File: src/otg_support_pkg.sv
`default_nettype none

package otg_support_pkg;

  // ***************************************************************
  // Register offsets
  // ***************************************************************
  localparam logic [7:0] OFS_OTG_CTRL  = 8'h00;
  localparam logic [7:0] OFS_OTG_STAT  = 8'h01;
  localparam logic [7:0] OFS_IRQ_FLAGS = 8'h02;
  localparam logic [7:0] OFS_IRQ_MASK  = 8'h03;
  localparam logic [7:0] OFS_TIMER     = 8'h04;
  localparam logic [7:0] OFS_HW_CONFIG = 8'h05;
  localparam logic [7:0] OFS_CPU_FLAGS = 8'h06;
  localparam logic [7:0] OFS_CPU_MASK  = 8'h07;
  localparam logic [7:0] OFS_PORT_ROLE = 8'h08;

  // ***************************************************************
  // Field positions
  // ***************************************************************
  localparam int CTRL_DRV_VBUS    = 0;
  localparam int CTRL_CHRG_VBUS   = 1;
  localparam int CTRL_DISCHRG     = 2;
  localparam int CTRL_DP_PULLDN   = 3;
  localparam int CTRL_DP_PULLUP   = 4;
  localparam int CTRL_DM_PULLDN   = 5;
  localparam int CTRL_SRP_SEL     = 9;
  localparam int CTRL_SRP_DET_EN  = 10;
  localparam int CTRL_PWR_SAVE    = 11;
  localparam int FLAG_ID          = 0;
  localparam int FLAG_SESS_VLD    = 1;
  localparam int FLAG_SRP         = 5;
  localparam int FLAG_TIMEOUT     = 6;
  localparam int CFG_PIN_EN       = 0;
  localparam int CFG_ACT_HIGH     = 1;
  localparam int CFG_EDGE         = 2;
  localparam int CPU_OTG_SUMMARY  = 9;
  localparam int TIMER_START      = 15;

  // ***************************************************************
  // Reset values and timing
  // ***************************************************************
  localparam logic [15:0] CTRL_RESET   = 16'h0000;
  localparam logic [8:0]  MASK_RESET   = 9'h000;
  localparam logic [2:0]  CFG_RESET    = 3'h0;
  localparam int          TICK_NS      = 10000;
  localparam int          CLK_NS       = 100;
  localparam int          TICK_CYCLES  = TICK_NS / CLK_NS;
  localparam int          EDGE_CYCLES  = 4;
  localparam int          SLOW_DIV     = 45;

  typedef enum logic [1:0] {ROLE_OTG, ROLE_HOST, ROLE_PERIPH} role_type;

endpackage : otg_support_pkg

`default_nettype wire

File: src/otg_support_wake_and_port_role.sv
`default_nettype none

module otg_support_wake_and_port_role #(
  parameter int TICK_CYCLES = otg_support_pkg::TICK_CYCLES,
  parameter int EDGE_CYCLES = otg_support_pkg::EDGE_CYCLES,
  parameter int SLOW_DIV    = otg_support_pkg::SLOW_DIV
) (
  input  wire logic        mclk,
  input  wire logic        rst_n,
  input  wire logic [7:0]  addr,
  input  wire logic [15:0] wdata,
  input  wire logic        wr,
  input  wire logic        rd,
  output logic      [15:0] rdata,
  input  wire logic        id_pin,
  input  wire logic        port1_mode_sel,
  input  wire logic        b_sess_vld,
  input  wire logic        a_vbus_vld,
  input  wire logic        sess_end,
  input  wire logic        overcurrent,
  input  wire logic        dp_level,
  input  wire logic        dm_level,
  input  wire logic        host_ctrl_irq,
  output logic             shared_irq_pin,
  output logic             drv_vbus,
  output logic             chrg_vbus,
  output logic             dischrg_vbus,
  output logic             dp_pullup,
  output logic             dp_pulldn,
  output logic             dm_pulldn,
  output logic             device_ctrl_suspend,
  output logic             host_ctrl_suspend,
  output logic             pll_en,
  output logic             osc_en,
  output logic             charge_pump_suspend,
  output logic             slow_suspend_clock,
  output logic [1:0]       port1_role,
  output logic             port2_downstream,
  output logic             port2_otg_proto_en
);

  // The counters are 16 and 8 bits wide; larger values would wrap.
  if (TICK_CYCLES < 2 || TICK_CYCLES > 65535 ||
      EDGE_CYCLES < 1 || EDGE_CYCLES > 255 ||
      SLOW_DIV < 1 || SLOW_DIV > 65535) begin : bad_params
    $error("otg_support: parameter out of range");
  end

  typedef enum logic {PWR_RUN, PWR_SAVE} pwr_type;

  // ***************************************************************
  // Registers
  // ***************************************************************
  logic [15:0] otg_ctrl_reg;
  logic [6:0]  stat_prev_reg;
  logic [8:0]  otg_summary_irq_flags_reg;
  logic [8:0]  otg_summary_irq_mask_reg;
  logic [2:0]  host_hw_config_reg;
  logic        otg_summary_irq_en_reg;
  logic [14:0] tmr_target_reg;
  logic [14:0] tmr_count_reg;
  logic        tmr_run_reg;
  logic [15:0] tick_div_reg;
  logic [15:0] slow_div_reg;
  logic        slow_clk_reg;
  logic        irq_seen_reg;
  logic [7:0]  edge_cnt_reg;
  logic        irq_pin_reg;
  pwr_type     pwr_state_reg;
  logic [15:0] rdata_reg;
  logic [1:0]  role_reg;

  // ***************************************************************
  // Status and change detection
  // ***************************************************************
  wire logic [6:0] otg_stat = {a_vbus_vld, dm_level, dp_level,
                               overcurrent, sess_end, b_sess_vld,
                               id_pin};
  wire logic [6:0] stat_chg = otg_stat ^ stat_prev_reg;
  wire logic srp_vbus_evt = b_sess_vld & ~stat_prev_reg[1];
  wire logic srp_line_evt = (dp_level & ~stat_prev_reg[4]) |
                            (dm_level & ~stat_prev_reg[5]);
  wire logic srp_evt = otg_ctrl_reg[otg_support_pkg::CTRL_SRP_DET_EN] &
                       (otg_ctrl_reg[otg_support_pkg::CTRL_SRP_SEL] ?
                        srp_line_evt : srp_vbus_evt);
  wire logic tick = (tick_div_reg == 16'(TICK_CYCLES - 1));
  // Comparing the next count lets the flag land on the final tick.
  wire logic tmr_done = tmr_run_reg & tick &
                        (tmr_count_reg + 15'h1 >= tmr_target_reg);
  wire logic [8:0] flag_set = {stat_chg[5], stat_chg[6], tmr_done,
                               srp_evt, stat_chg[4:0]};

  // ***************************************************************
  // Register port decode
  // ***************************************************************
  wire logic wr_ctrl  = wr && addr == otg_support_pkg::OFS_OTG_CTRL;
  wire logic wr_flags = wr && addr == otg_support_pkg::OFS_IRQ_FLAGS;
  wire logic wr_mask  = wr && addr == otg_support_pkg::OFS_IRQ_MASK;
  wire logic wr_tmr   = wr && addr == otg_support_pkg::OFS_TIMER;
  wire logic wr_cfg   = wr && addr == otg_support_pkg::OFS_HW_CONFIG;
  wire logic wr_cpum  = wr && addr == otg_support_pkg::OFS_CPU_MASK;
  wire logic tmr_start = wr_tmr & wdata[otg_support_pkg::TIMER_START];
  // A flag raised in the cycle of its clear survives, so no event is lost.
  wire logic [8:0] flags_next = flag_set |
                                (otg_summary_irq_flags_reg &
                                 ~(wr_flags ? wdata[8:0] : 9'h000));
  wire logic otg_pending = |(otg_summary_irq_flags_reg & otg_summary_irq_mask_reg);
  wire logic irq_src = (otg_pending & otg_summary_irq_en_reg) |
                       host_ctrl_irq;
  // Idle read data stay zero, so a stale word is never taken twice.
  wire logic [15:0] rd_mux;
  assign rd_mux =
    (addr == otg_support_pkg::OFS_OTG_CTRL)  ? otg_ctrl_reg :
    (addr == otg_support_pkg::OFS_OTG_STAT)  ? {9'h000, otg_stat} :
    (addr == otg_support_pkg::OFS_IRQ_FLAGS) ? {7'h00, otg_summary_irq_flags_reg} :
    (addr == otg_support_pkg::OFS_IRQ_MASK)  ? {7'h00, otg_summary_irq_mask_reg} :
    (addr == otg_support_pkg::OFS_TIMER)     ? {tmr_run_reg, tmr_count_reg} :
    (addr == otg_support_pkg::OFS_HW_CONFIG) ? {13'h0000, host_hw_config_reg} :
    (addr == otg_support_pkg::OFS_CPU_FLAGS) ? {6'h00, otg_pending, 9'h000} :
    (addr == otg_support_pkg::OFS_CPU_MASK)  ?
      {6'h00, otg_summary_irq_en_reg, 9'h000} :
    (addr == otg_support_pkg::OFS_PORT_ROLE) ?
      {13'h0000, pwr_state_reg == PWR_SAVE, role_reg} : 16'h0000;

  // ***************************************************************
  // Power saving
  // ***************************************************************
  // Saving is refused in a session because the link still needs the PLL.
  wire logic in_session = b_sess_vld | a_vbus_vld;
  wire logic wake_evt =
    (srp_evt & otg_summary_irq_mask_reg[otg_support_pkg::FLAG_SRP]) |
    (stat_chg[0] & otg_summary_irq_mask_reg[otg_support_pkg::FLAG_ID]) |
    (srp_vbus_evt & otg_summary_irq_mask_reg[otg_support_pkg::FLAG_SESS_VLD]) |
    wr | rd;
  wire logic save_req = otg_ctrl_reg[otg_support_pkg::CTRL_PWR_SAVE];
  wire logic [15:0] ctrl_next =
    wr_ctrl ? wdata :
    (pwr_state_reg == PWR_SAVE && wake_evt) ?
      (otg_ctrl_reg & ~(16'h0001 << otg_support_pkg::CTRL_PWR_SAVE)) :
      otg_ctrl_reg;
  // The role follows the pins on every clock; software only reads it.
  wire logic [1:0] role_next =
    !port1_mode_sel ? 2'(otg_support_pkg::ROLE_OTG) :
    !id_pin ? 2'(otg_support_pkg::ROLE_HOST) :
    2'(otg_support_pkg::ROLE_PERIPH);

  // ***************************************************************
  // Interrupt pin shaping
  // ***************************************************************
  wire logic cfg_pin_en = host_hw_config_reg[otg_support_pkg::CFG_PIN_EN];
  wire logic cfg_high = host_hw_config_reg[otg_support_pkg::CFG_ACT_HIGH];
  wire logic cfg_edge = host_hw_config_reg[otg_support_pkg::CFG_EDGE];
  // Edge mode emits a fixed pulse per rising request so that a level
  // held by slow software does not look like a string of events.
  wire logic edge_start = irq_src & ~irq_seen_reg;
  wire logic pin_active = cfg_pin_en &
                          (cfg_edge ? (edge_cnt_reg != 8'h00) : irq_src);

  always_ff @(posedge mclk) begin
    if (!rst_n) begin
      otg_ctrl_reg <= otg_support_pkg::CTRL_RESET;
      stat_prev_reg <= 7'h00;
      otg_summary_irq_flags_reg <= 9'h000;
      otg_summary_irq_mask_reg <= otg_support_pkg::MASK_RESET;
      host_hw_config_reg <= otg_support_pkg::CFG_RESET;
      otg_summary_irq_en_reg <= 1'b0;
      rdata_reg <= 16'h0000;
    end else begin
      otg_ctrl_reg <= ctrl_next;
      stat_prev_reg <= otg_stat;
      otg_summary_irq_flags_reg <= flags_next;
      if (wr_mask) begin
        otg_summary_irq_mask_reg <= wdata[8:0];
      end
      if (wr_cfg) begin
        host_hw_config_reg <= wdata[2:0];
      end
      if (wr_cpum) begin
        otg_summary_irq_en_reg <= wdata[otg_support_pkg::CPU_OTG_SUMMARY];
      end
      rdata_reg <= rd ? rd_mux : 16'h0000;
    end
  end

  // ***************************************************************
  // Timer
  // ***************************************************************
  always_ff @(posedge mclk) begin
    if (!rst_n) begin
      tmr_target_reg <= 15'h0000;
      tmr_count_reg <= 15'h0000;
      tmr_run_reg <= 1'b0;
      tick_div_reg <= 16'h0000;
    end else if (tmr_start) begin
      tmr_target_reg <= wdata[14:0];
      tmr_count_reg <= 15'h0000;
      tmr_run_reg <= wdata[14:0] != 15'h0000;
      tick_div_reg <= 16'h0000;
    end else if (tmr_run_reg) begin
      tick_div_reg <= tick ? 16'h0000 : tick_div_reg + 16'h0001;
      if (tick) begin
        tmr_count_reg <= tmr_count_reg + 15'h0001;
      end
      if (tmr_done) begin
        tmr_run_reg <= 1'b0;
      end
    end
  end

  // ***************************************************************
  // Pin, power state and port outputs
  // ***************************************************************
  always_ff @(posedge mclk) begin
    if (!rst_n) begin
      irq_seen_reg <= 1'b0;
      edge_cnt_reg <= 8'h00;
      irq_pin_reg <= 1'b1;
      pwr_state_reg <= PWR_RUN;
      slow_div_reg <= 16'h0000;
      slow_clk_reg <= 1'b0;
      role_reg <= 2'(otg_support_pkg::ROLE_OTG);
    end else begin
      irq_seen_reg <= irq_src;
      if (edge_start) begin
        edge_cnt_reg <= 8'(EDGE_CYCLES);
      end else if (edge_cnt_reg != 8'h00) begin
        edge_cnt_reg <= edge_cnt_reg - 8'h01;
      end
      irq_pin_reg <= pin_active ~^ cfg_high;
      case (pwr_state_reg)
        PWR_RUN: begin
          if (save_req && !in_session && !wr && !rd) begin
            pwr_state_reg <= PWR_SAVE;
          end
        end
        PWR_SAVE: begin
          if (wake_evt) begin
            pwr_state_reg <= PWR_RUN;
          end
        end
        default: pwr_state_reg <= PWR_RUN;
      endcase
      // The slow clock never stops, so wake detection needs no PLL.
      if (slow_div_reg == 16'(SLOW_DIV - 1)) begin
        slow_div_reg <= 16'h0000;
        slow_clk_reg <= ~slow_clk_reg;
      end else begin
        slow_div_reg <= slow_div_reg + 16'h0001;
      end
      role_reg <= role_next;
    end
  end

  assign rdata = rdata_reg;
  assign shared_irq_pin = irq_pin_reg;
  assign drv_vbus = otg_ctrl_reg[otg_support_pkg::CTRL_DRV_VBUS];
  assign chrg_vbus = otg_ctrl_reg[otg_support_pkg::CTRL_CHRG_VBUS];
  assign dischrg_vbus = otg_ctrl_reg[otg_support_pkg::CTRL_DISCHRG];
  assign dp_pullup = otg_ctrl_reg[otg_support_pkg::CTRL_DP_PULLUP];
  assign dp_pulldn = otg_ctrl_reg[otg_support_pkg::CTRL_DP_PULLDN];
  assign dm_pulldn = otg_ctrl_reg[otg_support_pkg::CTRL_DM_PULLDN];
  assign device_ctrl_suspend = pwr_state_reg == PWR_SAVE;
  assign host_ctrl_suspend = pwr_state_reg == PWR_SAVE;
  assign charge_pump_suspend = pwr_state_reg == PWR_SAVE;
  assign pll_en = pwr_state_reg == PWR_RUN;
  assign osc_en = pwr_state_reg == PWR_RUN;
  assign slow_suspend_clock = slow_clk_reg;
  assign port1_role = role_reg;
  // Port 2 is a fixed internal host: no role swap, no OTG protocols.
  assign port2_downstream = 1'b1;
  assign port2_otg_proto_en = 1'b0;

  // ***************************************************************
  // Assertions
  // ***************************************************************
  flag_set_a: assert property (@(posedge mclk) disable iff (!rst_n)
    $changed(id_pin) |=> otg_summary_irq_flags_reg[otg_support_pkg::FLAG_ID])
    else $error("id change did not set its flag");

  flag_hold_a: assert property (@(posedge mclk) disable iff (!rst_n)
    (otg_summary_irq_flags_reg & otg_summary_irq_mask_reg) == 9'h000 && !host_ctrl_irq &&
    !cfg_edge |=> irq_pin_reg == ~$past(cfg_high))
    else $error("pin active with every flag masked");

  pin_off_a: assert property (@(posedge mclk) disable iff (!rst_n)
    !cfg_pin_en ##1 !$past(cfg_pin_en) |-> irq_pin_reg == ~$past(cfg_high))
    else $error("pin active while disabled");

  level_pin_a: assert property (@(posedge mclk) disable iff (!rst_n)
    (cfg_pin_en && !cfg_edge && cfg_high && otg_pending &&
     otg_summary_irq_en_reg) |=> irq_pin_reg)
    else $error("summary did not reach pin");

  edge_len_a: assert property (@(posedge mclk) disable iff (!rst_n)
    edge_start |=> edge_cnt_reg == 8'(EDGE_CYCLES))
    else $error("edge pulse length wrong");

  tmr_stop_a: assert property (@(posedge mclk) disable iff (!rst_n)
    tmr_done && !tmr_start |=> !tmr_run_reg &&
    otg_summary_irq_flags_reg[otg_support_pkg::FLAG_TIMEOUT])
    else $error("timer did not stop and flag");

  tick_len_a: assert property (@(posedge mclk) disable iff (!rst_n)
    tick_div_reg <= 16'(TICK_CYCLES - 1))
    else $error("tick divider overran");

  save_enter_a: assert property (@(posedge mclk) disable iff (!rst_n)
    pwr_state_reg == PWR_RUN ##1 pwr_state_reg == PWR_SAVE
    |-> !$past(in_session) && $past(save_req))
    else $error("power saving entered in session");

  wake_acc_a: assert property (@(posedge mclk) disable iff (!rst_n)
    pwr_state_reg == PWR_SAVE && (wr || rd) |=> pll_en && osc_en)
    else $error("access did not wake");

  role_a: assert property (@(posedge mclk) disable iff (!rst_n)
    port1_mode_sel && !id_pin |=>
    port1_role == 2'(otg_support_pkg::ROLE_HOST))
    else $error("wrong port 1 role");

  wake_gate_a: assert property (@(posedge mclk) disable iff (!rst_n)
    pwr_state_reg == PWR_SAVE && !wr && !rd &&
    otg_summary_irq_mask_reg == 9'h000 |=> pwr_state_reg == PWR_SAVE)
    else $error("masked event woke the device");

  srp_wake_a: assert property (@(posedge mclk) disable iff (!rst_n)
    pwr_state_reg == PWR_SAVE && srp_evt &&
    otg_summary_irq_mask_reg[otg_support_pkg::FLAG_SRP] |=> pll_en && osc_en)
    else $error("srp event did not wake");

  id_wake_a: assert property (@(posedge mclk) disable iff (!rst_n)
    pwr_state_reg == PWR_SAVE && stat_chg[0] &&
    otg_summary_irq_mask_reg[otg_support_pkg::FLAG_ID] |=> pll_en && osc_en)
    else $error("id change did not wake");

  rd_idle_a: assert property (@(posedge mclk) disable iff (!rst_n)
    !rd |=> rdata == 16'h0000)
    else $error("read data outside read cycle");

  slow_run_a: assert property (@(posedge mclk) disable iff (!rst_n)
    slow_div_reg == 16'(SLOW_DIV - 1) |=>
    slow_clk_reg != $past(slow_clk_reg))
    else $error("slow clock did not toggle");

endmodule : otg_support_wake_and_port_role

`default_nettype wire

File: config.mk
export PLATFORM = sky130hd
export DESIGN_NAME = otg_support_wake_and_port_role
export DESIGN_NICKNAME = d
export VERILOG_FILES = /design/src/otg_support_pkg.sv /design/src/otg_support_wake_and_port_role.sv
export SDC_FILE = /design/constraint.sdc
export NUM_CORES = 1
export LEC_CHECK = 0
export BUFFER_PORTS_ARGS = -buffer_cell sky130_fd_sc_hd__buf_2
export CAP_MARGIN = 0
export CORE_MARGIN = 10
export CORE_UTILIZATION = 46
export DETAILED_ROUTE_END_ITERATION = 10
export HOLD_SLACK_MARGIN = 0.15
export PLACE_DENSITY = 0.62
export SYNTH_ARGS = -nofsm -noshare
export SYNTH_HDL_FRONTEND = slang
export SYNTH_SLANG_ARGS = --single-unit
File: constraint.sdc
create_clock -name mclk -period 6.3 [get_ports mclk]
set_input_delay 1.26 -clock mclk [delete_from_list [all_inputs] [get_ports mclk]]
set_output_delay 1.26 -clock mclk [all_outputs]
set_load 0.02 [all_outputs]
==> results of run 1 <==
## how the worst max path moves through the flow
stage,start,slack [ns],endpoint,cells past startpoint
6_report,addr[4],3.05,otg_ctrl_reg[14],6
5_1_grt,addr[4],2.82,otg_ctrl_reg[6],6
4_1_cts,addr[4],3.07,otg_ctrl_reg[14],6
3_5_place_dp,addr[4],2.66,otg_ctrl_reg[14],6
3_3_place_gp,addr[4],2.77,otg_ctrl_reg[0],6
2_1_floorplan,addr[4],3.61,otg_ctrl_reg[5],8
## cells in the final DEF (no fill, tap or decap), drive strengths merged, types with 18 or more instances in the layout
cell type,count
xor2,29
inv,34
ha,24
buf,68
nor2,71
a21boi,48
nand2,129
clkbuf,18
and3,19
nand3,29
xnor2,27
a21oi,20
dfxtp,138
## worst min-delay path: stages, from the launching register on
cell and delay, ns:
dfxtp_1 0.31, nand2_1 0.05, a21boi_1 0.05
## layer usage
| layer | up-vias | GRT usage [%] |
|---|---|---|
| li1 | 2850 | - |
| met1 | 2747 | 24.3 |
| met2 | 174 | 28.0 |
| met3 | 26 | 5.74 |
| met4 | 0 | 6.08 |
| met5 | - | 0 |
## power by group through the flow
stage               Sequential (mW)  Clock [mW]  Combinational, mW
detailed placement            0.954           0              0.233
global placement              0.953           0              0.227
global route                  0.939        1.13              0.261
finish                        0.937        1.07              0.233
CTS                           0.936        1.09              0.234
floorplan                     0.947           0              0.179
## final cells by class
cell class | count | area, µm² | area share, %
clock buffer | 18 | 439 | 5.67
tap | 184 | 230 | 2.97
multi-input combinational | 580 | 3670 | 47.3
sequential | 138 | 2760 | 35.7
timing repair buffer | 68 | 343 | 4.43
inverter | 30 | 113 | 1.45
clock inverter | 14 | 191 | 2.47
## logic make-up (layout without fill, tap and decap cells)
| group | after synthesis | count (layout) | synth area share (%) |
|---|---|---|---|
| AOI/OAI and AO/OA | 153 | 153 | 16.9 |
| xor gates and xnor gates | 56 | 56 | 7.22 |
| adders and majority gates | 24 | 24 | 4.42 |
| buffers and inverters | 75 | 130 | 5.38 |
| DFF | 138 | 138 | 40.7 |
| muxes | 2 | 2 | 0.313 |
| other | 2 | 2 | 0.111 |
| and+or+nand+nor | 343 | 343 | 25.0 |
## metrics by stage
stage | cell area (µm²) | hold WS (ns)
after floorplan | 6800 | 0.431
after global placement | 7120 | 0.438
after detailed placement | 7120 | 0.450
after CTS | 7750 | 0.458
after global routing | 7750 | 0.473
final | 7750 | 0.454
==> flow_summary.ini, run 1 <==
[route]
first_pass_iters = 5
antenna_left = 0
routed_wl_mm = 18.6
wl_met3_mm = 1.46
wl_per_cell_um = 18.0
dr.max_layer_used = met4
wl_met1_mm = 8.35
met2_length_mm = 8.48
via_per_inst = 5.62
drc_errors = 0
dr.first_iter.drc_count = 426
dr_total_vias = 5797

[power_and_ir_drop]
ir_drop_uv = 191
clkPwrFrac_pct = 47.7
p_per_area_nw_per_um2 = 289
sw_frac_of_total_pct = 25.0
power.total_mw = 2.24
leakage_nw = 3.00
seqPwrFrac_pct = 41.9
internal-power_mw = 1.68
switchingPower_uw = 560
power_frac_comb_pct = 10.4

[global_routing]
overflow = 0
grt_max_degree = 44
grt_first_pass_wirelength_mm = 29.5
grt_pass1_vias = 5498
antenna_found_initial = 0
track_usage_pct = 18.4

[cts]
cts_resized = 0
path_clk_slew_ns = 0.06
cts_made_buffers = 17
cts_buffer_depth = 2
cts_tree = built
ctsHtreeMaxLevel = 4
cts.sinks = 138
postCtsSetupBuffers = 0
postCtsHoldBufs = 0
clockRootBuffer = clkbuf_16
clk_latency_ns = 0.42

[logic_synthesis]
synth-async-reset-ratio_pct = 0
synth.distinct_cells = 68
ys_warn_count = 0
synthCells = 793
syn-cell-area_um2 = 6800
yosysMostFrequentCell = dfxtp_1
synth_top_area_share_pct = 40.7
synth_seq_area_share_pct = 40.7
synth_enable_flop_cells = 0
yosys-top-cells-area = dfxtp_1 41%, nand2_1 7.0%, ha_1 4.4%
synth_common_cells = 138 x dfxtp_1, 127 x nand2_1, 71 x nor2_1, 31 x a21boi_1, 30 x inv_1
synth_top_cell_by_area = dfxtp_1
avgSynthCellArea_um2 = 8.57
synth_ff_type = dfxtp_1
ys_ff_latch = 138
synth_nets = 854

[hold_path]
hold_depth = 2
hold_path.class = flip-flop to flip-flop
holdPathEnd = tmr_target_reg[14]
min_from = tmr_target_reg[14]

[setup_path]
crit_family = simple AND/OR/NAND/NOR gates
reg2reg_from = tmr_count_reg[0]
path_cells = buf_2 > or3_1 > nor4_2 > and2_1 > nand2_1 > a21boi_1
slowest_delay_ns = 0.83
endpoint_kind = flip-flop
r2r_slack_ns = 3.27
worstPathArrival_ns = 3.60
required_ns = 6.65
crit_fanout = 16
start_kind = primary input
cp_num_buf_inv = 1
crit_slowest_cell = nor4_2
critPathKind = primary input to flip-flop
reg2reg_depth = 8
reg2reg_to = tmr_run_reg

[sta]
timing.final.max_slew_violations = 0
setup_ws_ns = 3.05
slew_headroom_pct = 37.1
worstMarginPinSlew_ns = 0.936
period_needed_ns = 3.25
clock_skew_ns = 0.00736
finalSetupViolCount = 0
period_share_pct = 51.6
setup_tns_ns = 0
hold_viol = 0
rsz0062_at_grt = no
fmax_ghz = 0.308

[floorplanning]
start_util_pct = 46.9
fp.dieW_um = 142
rows = 44
die_y_um = 142
io_pins = 70
dieArea_um2 = 20000
core_um2 = 14500

[place]
pre_cts_ws_ns = 2.66
portBuffers = 67
dp_hpwl_mm = 13.9
placed_cells = 1000
gp_congestion = 0.939

[layout]
antenna_cells = 0
fin_util_pct = 53.5
final_cells = 1032
drive_above_1_share_pct = 14.2
fill_cells = 1358
area_growth_pct = 14.0
fin_nets = 896

[outcome]
status = complete, no violations

[job]
drv_cap = 0
Power figures use the tool's default switching activity.
==> inputs of run 2 (changes only) <==
ABC_AREA = 1   (was default)
PLACE_DENSITY = 0.64   (was 0.62)
clock period = 2.7 ns   (was 6.3 ns; I/O delays follow)
==> flow_summary.ini, run 2 <==
[outcome]
status = complete, no violations

[setup_path]
reg2reg_to = tmr_run_reg
crit_slowest_cell = dfxtp_1
slowest_delay_ns = 0.38
endpoint = tmr_run_reg
worstPathArrival_ns = 2.72
path_cells = ha_1 > nand2_1 > nor2_2 > nand2_1 > nor2_2 > nand3_1 > xor2_1 > ha_1 > nand2_1 > nor2_1 > inv_1 > nor2_1 > nand2_1 > nand3_1 > nand2_1 > nand2_1 > a21oi_1
endpoint_kind = flip-flop
cp_common_cell = nand2_1
reg2reg_from = tmr_count_reg[0]
crit_fanout = 4
reg2reg_depth = 17
critPathKind = flip-flop to flip-flop
start_kind = flip-flop
r2r_slack_ns = 0.28
critPathLaunch = tmr_count_reg[0]
required_ns = 3.00

[cts]
path_clk_slew_ns = 0.06
cts_tree = built
clockRootBuffer = clkbuf_16
postCtsSetupBuffers = 0
cts.sinks = 138
clk_latency_ns = 0.42
cts_buffer_depth = 2
ctsHtreeMaxLevel = 4
cts_made_buffers = 17

[logic_synthesis]
synth_common_cells = 205 x nand2_1, 140 x inv_1, 138 x dfxtp_1, 98 x a21oi_1, 94 x nor2_1
avgSynthCellArea_um2 = 7.13
syn-cell-area_um2 = 6910
synth-async-reset-ratio_pct = 0
synthCells = 969
yosys-top-cells-area = dfxtp_1 40%, nand2_1 11%, inv_1 7.6%
ys_warn_count = 0
synth_ff_type = dfxtp_1
synth_enable_flop_cells = 0
synth.distinct_cells = 40
yosysMostFrequentCell = nand2_1
synth_top_area_share_pct = 40.0
synth_seq_area_share_pct = 40.0
ys_ff_latch = 138
synth_nets = 1030
synth_top_cell_by_area = dfxtp_1

[sta]
hold_viol = 0
period_needed_ns = 2.42
timing.final.max_slew_violations = 0
setup_tns_ns = 0
clock_skew_ns = 0.00915
period_share_pct = 89.7
finalSetupViolCount = 0
worst_hold_slack_ns = 0.337
fmax_ghz = 0.413

[hold_path]
hold_path.class = primary input to flip-flop
hold_depth = 2

[route]
antenna_left = 0
dr_total_vias = 6351
wl_per_cell_um = 15.2
routed_wl_mm = 18.7
dr.first_iter.drc_count = 415
via_per_inst = 5.15
drc_errors = 0
first_pass_iters = 5

[power_and_ir_drop]
switchingPower_mw = 1.25
p_per_area_nw_per_um2 = 682
power_frac_comb_pct = 9.0
ir_drop_uv = 612
clkPwrFrac_pct = 52.1
power.total_mw = 5.53
sw_frac_of_total_pct = 22.7
internal-power_mw = 4.28
leakage_nw = 3.58
seqPwrFrac_pct = 38.9

[global_routing]
grt_max_degree = 29
overflow = 0
grt_pass1_vias = 6195
antenna_found_initial = 0
grt_first_pass_wirelength_mm = 30.6
track_usage_pct = 18.8

[layout]
drive_above_1_share_pct = 13.4
fin_nets = 1098
multiInputGateArea_um2 = 3430
regArea_um2 = 2760
fill_cells = 1453
final_common_cell = nand2_1
final_cell_mix = 205 x nand2_1, 140 x inv_1, 138 x dfxtp_1
postLayoutCellArea_um2 = 8110
final_cells = 1234
antenna_cells = 0
area_growth_pct = 17.5

[floorplanning]
start_util_pct = 47.2
io_pins = 70
dieArea_um2 = 20300
die_y_um = 143
core_um2 = 14600
fp.dieW_um = 143
rows = 44

[job]
drv_cap = 0

[place]
portBuffers = 67
gp_congestion = 0.894
dp_hpwl_mm = 13.9
placed_cells = 1202
placed_area_um2 = 7370
-- run 2: cell types whose count changed in the layout (fill, tap and decap cells not counted), sizes merged, moves of 13 or more --
cell    before  now
a21boi      48    0
a21oi       20   99
a22o        16    0
and2        16    0
and3        19    0
inv         34  146
nand2      129  211
nand4       14   28
nor2        71   99
nor3        13   37
nor4        17    4
o21ai       16   75
xnor2       27    6
-- run 2: critical path: cells and delay by family (launching register included) --
| kind | cells | cell delay, ns |
|---|---|---|
| AND/OR/NAND/NOR | 12 | 1.15 |
| adder cells (fa/ha/maj) | 2 | 0.52 |
| flip-flops | 1 | 0.38 |
| XOR/XNOR | 1 | 0.17 |
| AO/OA/AOI/OAI | 1 | 0.06 |
| buffers and inverters | 1 | 0.05 |
-- run 2: final cells by class --
type / count / share of cell area (%)
Clock inverter: 11 / 3.22
Timing Repair Buffer: 75 / 4.87
Clock buffer: 21 / 5.80
Inverter: 148 / 6.92
Multi-Input combinational cell: 657 / 42.3
Tap cell: 184 / 2.84
Sequential cell: 138 / 34.1
-- run 2: layer usage --
layer | vias up | track usage [%] | share of wire [%]
met2 | 151 | 30.6 | 48
met4 | 0 | 8.09 | 2.4
met5 | - | 0 | 0
met3 | 33 | 4.54 | 5.4
met1 | 2900 | 23.2 | 45
li1 | 3267 | - | -
-- run 2: power by group through the flow --
stage                     clock [mW]  sequential (mW)  combinational [mW]
after floorplan                    0             2.19               0.371
after global routing            3.02             2.16               0.572
after detailed placement           0             2.19               0.498
after CTS                       2.92             2.15               0.500
after global placement             0             2.19               0.496
final                           2.88             2.15               0.499
-- run 2: how the worst min path moves through the flow --
stage | slack, ns | endpoint | from
final | 0.34 | port1_role[0] | id_pin
after global routing | 0.35 | port1_role[1] | port1_mode_sel
after CTS | 0.33 | stat_prev_reg[3] | overcurrent
after detailed placement | 0.45 | rdata[12] | otg_ctrl_reg[12]
after global placement | 0.45 | slow_div_reg[0] | slow_div_reg[0]
after floorplan | 0.43 | slow_div_reg[0] | slow_div_reg[0]
-- run 2: what timing repair did --
action,CTS,global route
endpoints found under the setup margin,0,2
hold buffers,0,0
resized for setup,0,3
-- run 2: through the flow --
stage               setup WS (ns)  utilization [%]
floorplan                   0.514                -
global placement            0.329             50.3
detailed placement          0.271             50.3
CTS                         0.237             55.3
global route              -0.0448             55.4
finish                      0.277             55.4
-- run 2: logic make-up after synthesis --
kind of cell,count (synthesis),share of synthesized area [%]
XOR/XNOR,27,3.42
AND/OR/NAND/NOR,420,27.6
flip-flops,138,40.0
adder cells (fa/ha/maj),24,4.35
other,2,0.109
AO/OA/AOI/OAI,184,14.0
buffers and inverters,174,10.5
==> inputs of run 3 (changes only) <==
PLACE_DENSITY = 0.62   (was 0.64)
clock period = 3.05 ns   (was 2.7 ns; I/O delays follow)
==> flow_summary.ini, run 3 (synthesis results as in run 2) <==
[sta]
period_share_pct = 83.3
setup_tns_ns = 0
period_needed_ns = 2.54
finalSetupViolCount = 0
slew_headroom_pct = 48.2
timing.final.max_slew_violations = 0
worstMarginPinSlew_ns = 0.774
rsz0062_at_grt = no
clock_skew_ns = 0.00708
setup_ws_ns = 0.510
fmax_ghz = 0.394
hold_viol = 0

[power_and_ir_drop]
clkPwrFrac_pct = 48.7
internal-power_mw = 3.46
leakage_nw = 3.52
seqPwrFrac_pct = 41.7
power_frac_comb_pct = 9.6
switchingPower_mw = 1.12
p_per_area_nw_per_um2 = 573
sw_frac_of_total_pct = 24.4
ir_drop_uv = 464

[layout]
fin_nets = 1094
drive_above_1_share_pct = 12.7
final_cells = 1230
antenna_cells = 0
final_cell_mix = 205 x nand2_1, 140 x inv_1, 138 x dfxtp_1
area_growth_pct = 15.5
final_common_cell = nand2_1

[route]
via_per_inst = 5.08
drc_errors = 0
dr_total_vias = 6244
dr.first_iter.drc_count = 381
wl_per_cell_um = 15.0
routed_wl_mm = 18.5
first_pass_iters = 5
antenna_left = 0

[global_routing]
track_usage_pct = 18.5
overflow = 0
grt_first_pass_wirelength_mm = 29.9
grt_pass1_vias = 5997
grt_max_degree = 29
antenna_found_initial = 0

[floorplanning]
dieArea_um2 = 20300
die_y_um = 143
fp.dieW_um = 143
io_pins = 70
start_util_pct = 47.2
core_um2 = 14600
rows = 44

[setup_path]
worstPathArrival_ns = 2.89
crit_fanout = 4
start_kind = flip-flop
endpoint_kind = flip-flop
required_ns = 3.40
critPathKind = flip-flop to flip-flop

[place]
gp_congestion = 0.903
dp_hpwl_mm = 13.8
portBuffers = 67
placed_cells = 1198
pre_cts_ws_ns = 0.560

[cts]
clk_latency_ns = 0.42
ctsHtreeMaxLevel = 4
cts_resized = 0
cts_tree = built
postCtsSetupBuffers = 0
cts_buffer_depth = 2
clockRootBuffer = clkbuf_16
cts_made_buffers = 17
cts.sinks = 138
postCtsHoldBufs = 0
path_clk_slew_ns = 0.06

[outcome]
status = complete, no violations

[job]
drv_cap = 0

[hold_path]
hold_path.class = primary input to flip-flop
[run 3: cell types whose count changed in the layout (fill, tap and decap cells not counted)]
cell and delta:
buf_4 -4, nor3_2 -1, clkinv_2 +1, clkinv_4 +2, clkbuf_1 +1, nor3_1 +1
nor2_1 +2, nor2_2 -2, bufinv_16 -4
[run 3: critical path: stages, from the launching register on]
cell	delay [ns]
dfxtp_1	0.37
ha_1	0.20
nand2_1	0.08
nor2_1	0.16
nand2_1	0.11
nor2_1	0.19
nand3_1	0.12
xor2_1	0.20
ha_1	0.28
nand2_1	0.07
nand2_1	0.04
nand2_1	0.06
nand2_1	0.06
a21oi_1	0.13
nand3_1	0.15
nand2_1	0.11
nand2_1	0.05
a21oi_1	0.11
[run 3: layer usage]
layer	GRT usage, %	share of wire, %	vias up
li1	-	-	3264
met1	22.9	47	2797
met2	29.9	46	150
met3	4.77	4.7	33
met4	7.49	2.5	0
met5	0	0	-
[run 3: final timing paths]
path | depth (start not counted) | start | slack (ns) | endpoint
worst max-delay path | 17 | tmr_count_reg[0] | 0.51 | tmr_run_reg
worst min-delay path | 3 | overcurrent | 0.41 | stat_prev_reg[3]
worst max register to register | 17 | tmr_count_reg[0] | 0.51 | tmr_run_reg
worst min register to register | 2 | tmr_target_reg[10] | 0.46 | tmr_target_reg[10]
[run 3: metrics by stage]
step | hold slack, ns | utilization [%] | total power [mW] | area, µm²
after floorplan | 0.430 | - | 2.27 | 6910
after global placement | 0.449 | 50.1 | 2.38 | 7340
after detailed placement | 0.453 | 50.1 | 2.38 | 7340
after CTS | 0.395 | 54.5 | 4.61 | 7980
after global routing | 0.406 | 54.5 | 4.76 | 7980
final | 0.410 | 54.5 | 4.57 | 7980
[run 3: power by group through the flow]
| stage | combinational [mW] | sequential (mW) | clock, mW |
|---|---|---|---|
| 2_1_floorplan | 0.329 | 1.94 | 0 |
| 3_3_place_gp | 0.439 | 1.94 | 0 |
| 3_5_place_dp | 0.438 | 1.94 | 0 |
| 4_1_cts | 0.440 | 1.91 | 2.26 |
| 5_1_grt | 0.509 | 1.91 | 2.33 |
| 6_report | 0.437 | 1.91 | 2.23 |
[run 3: layout make-up]
| class | count | area, µm² |
|---|---|---|
| inverters | 148 | 562 |
| fillers | 1471 | 6670 |
| flip-flops and latches | 138 | 2760 |
| well taps | 184 | 230 |
| clock buffers | 22 | 474 |
| clock inverters | 10 | 164 |
| repair buffers | 71 | 365 |
| multi-input cells | 657 | 3420 |
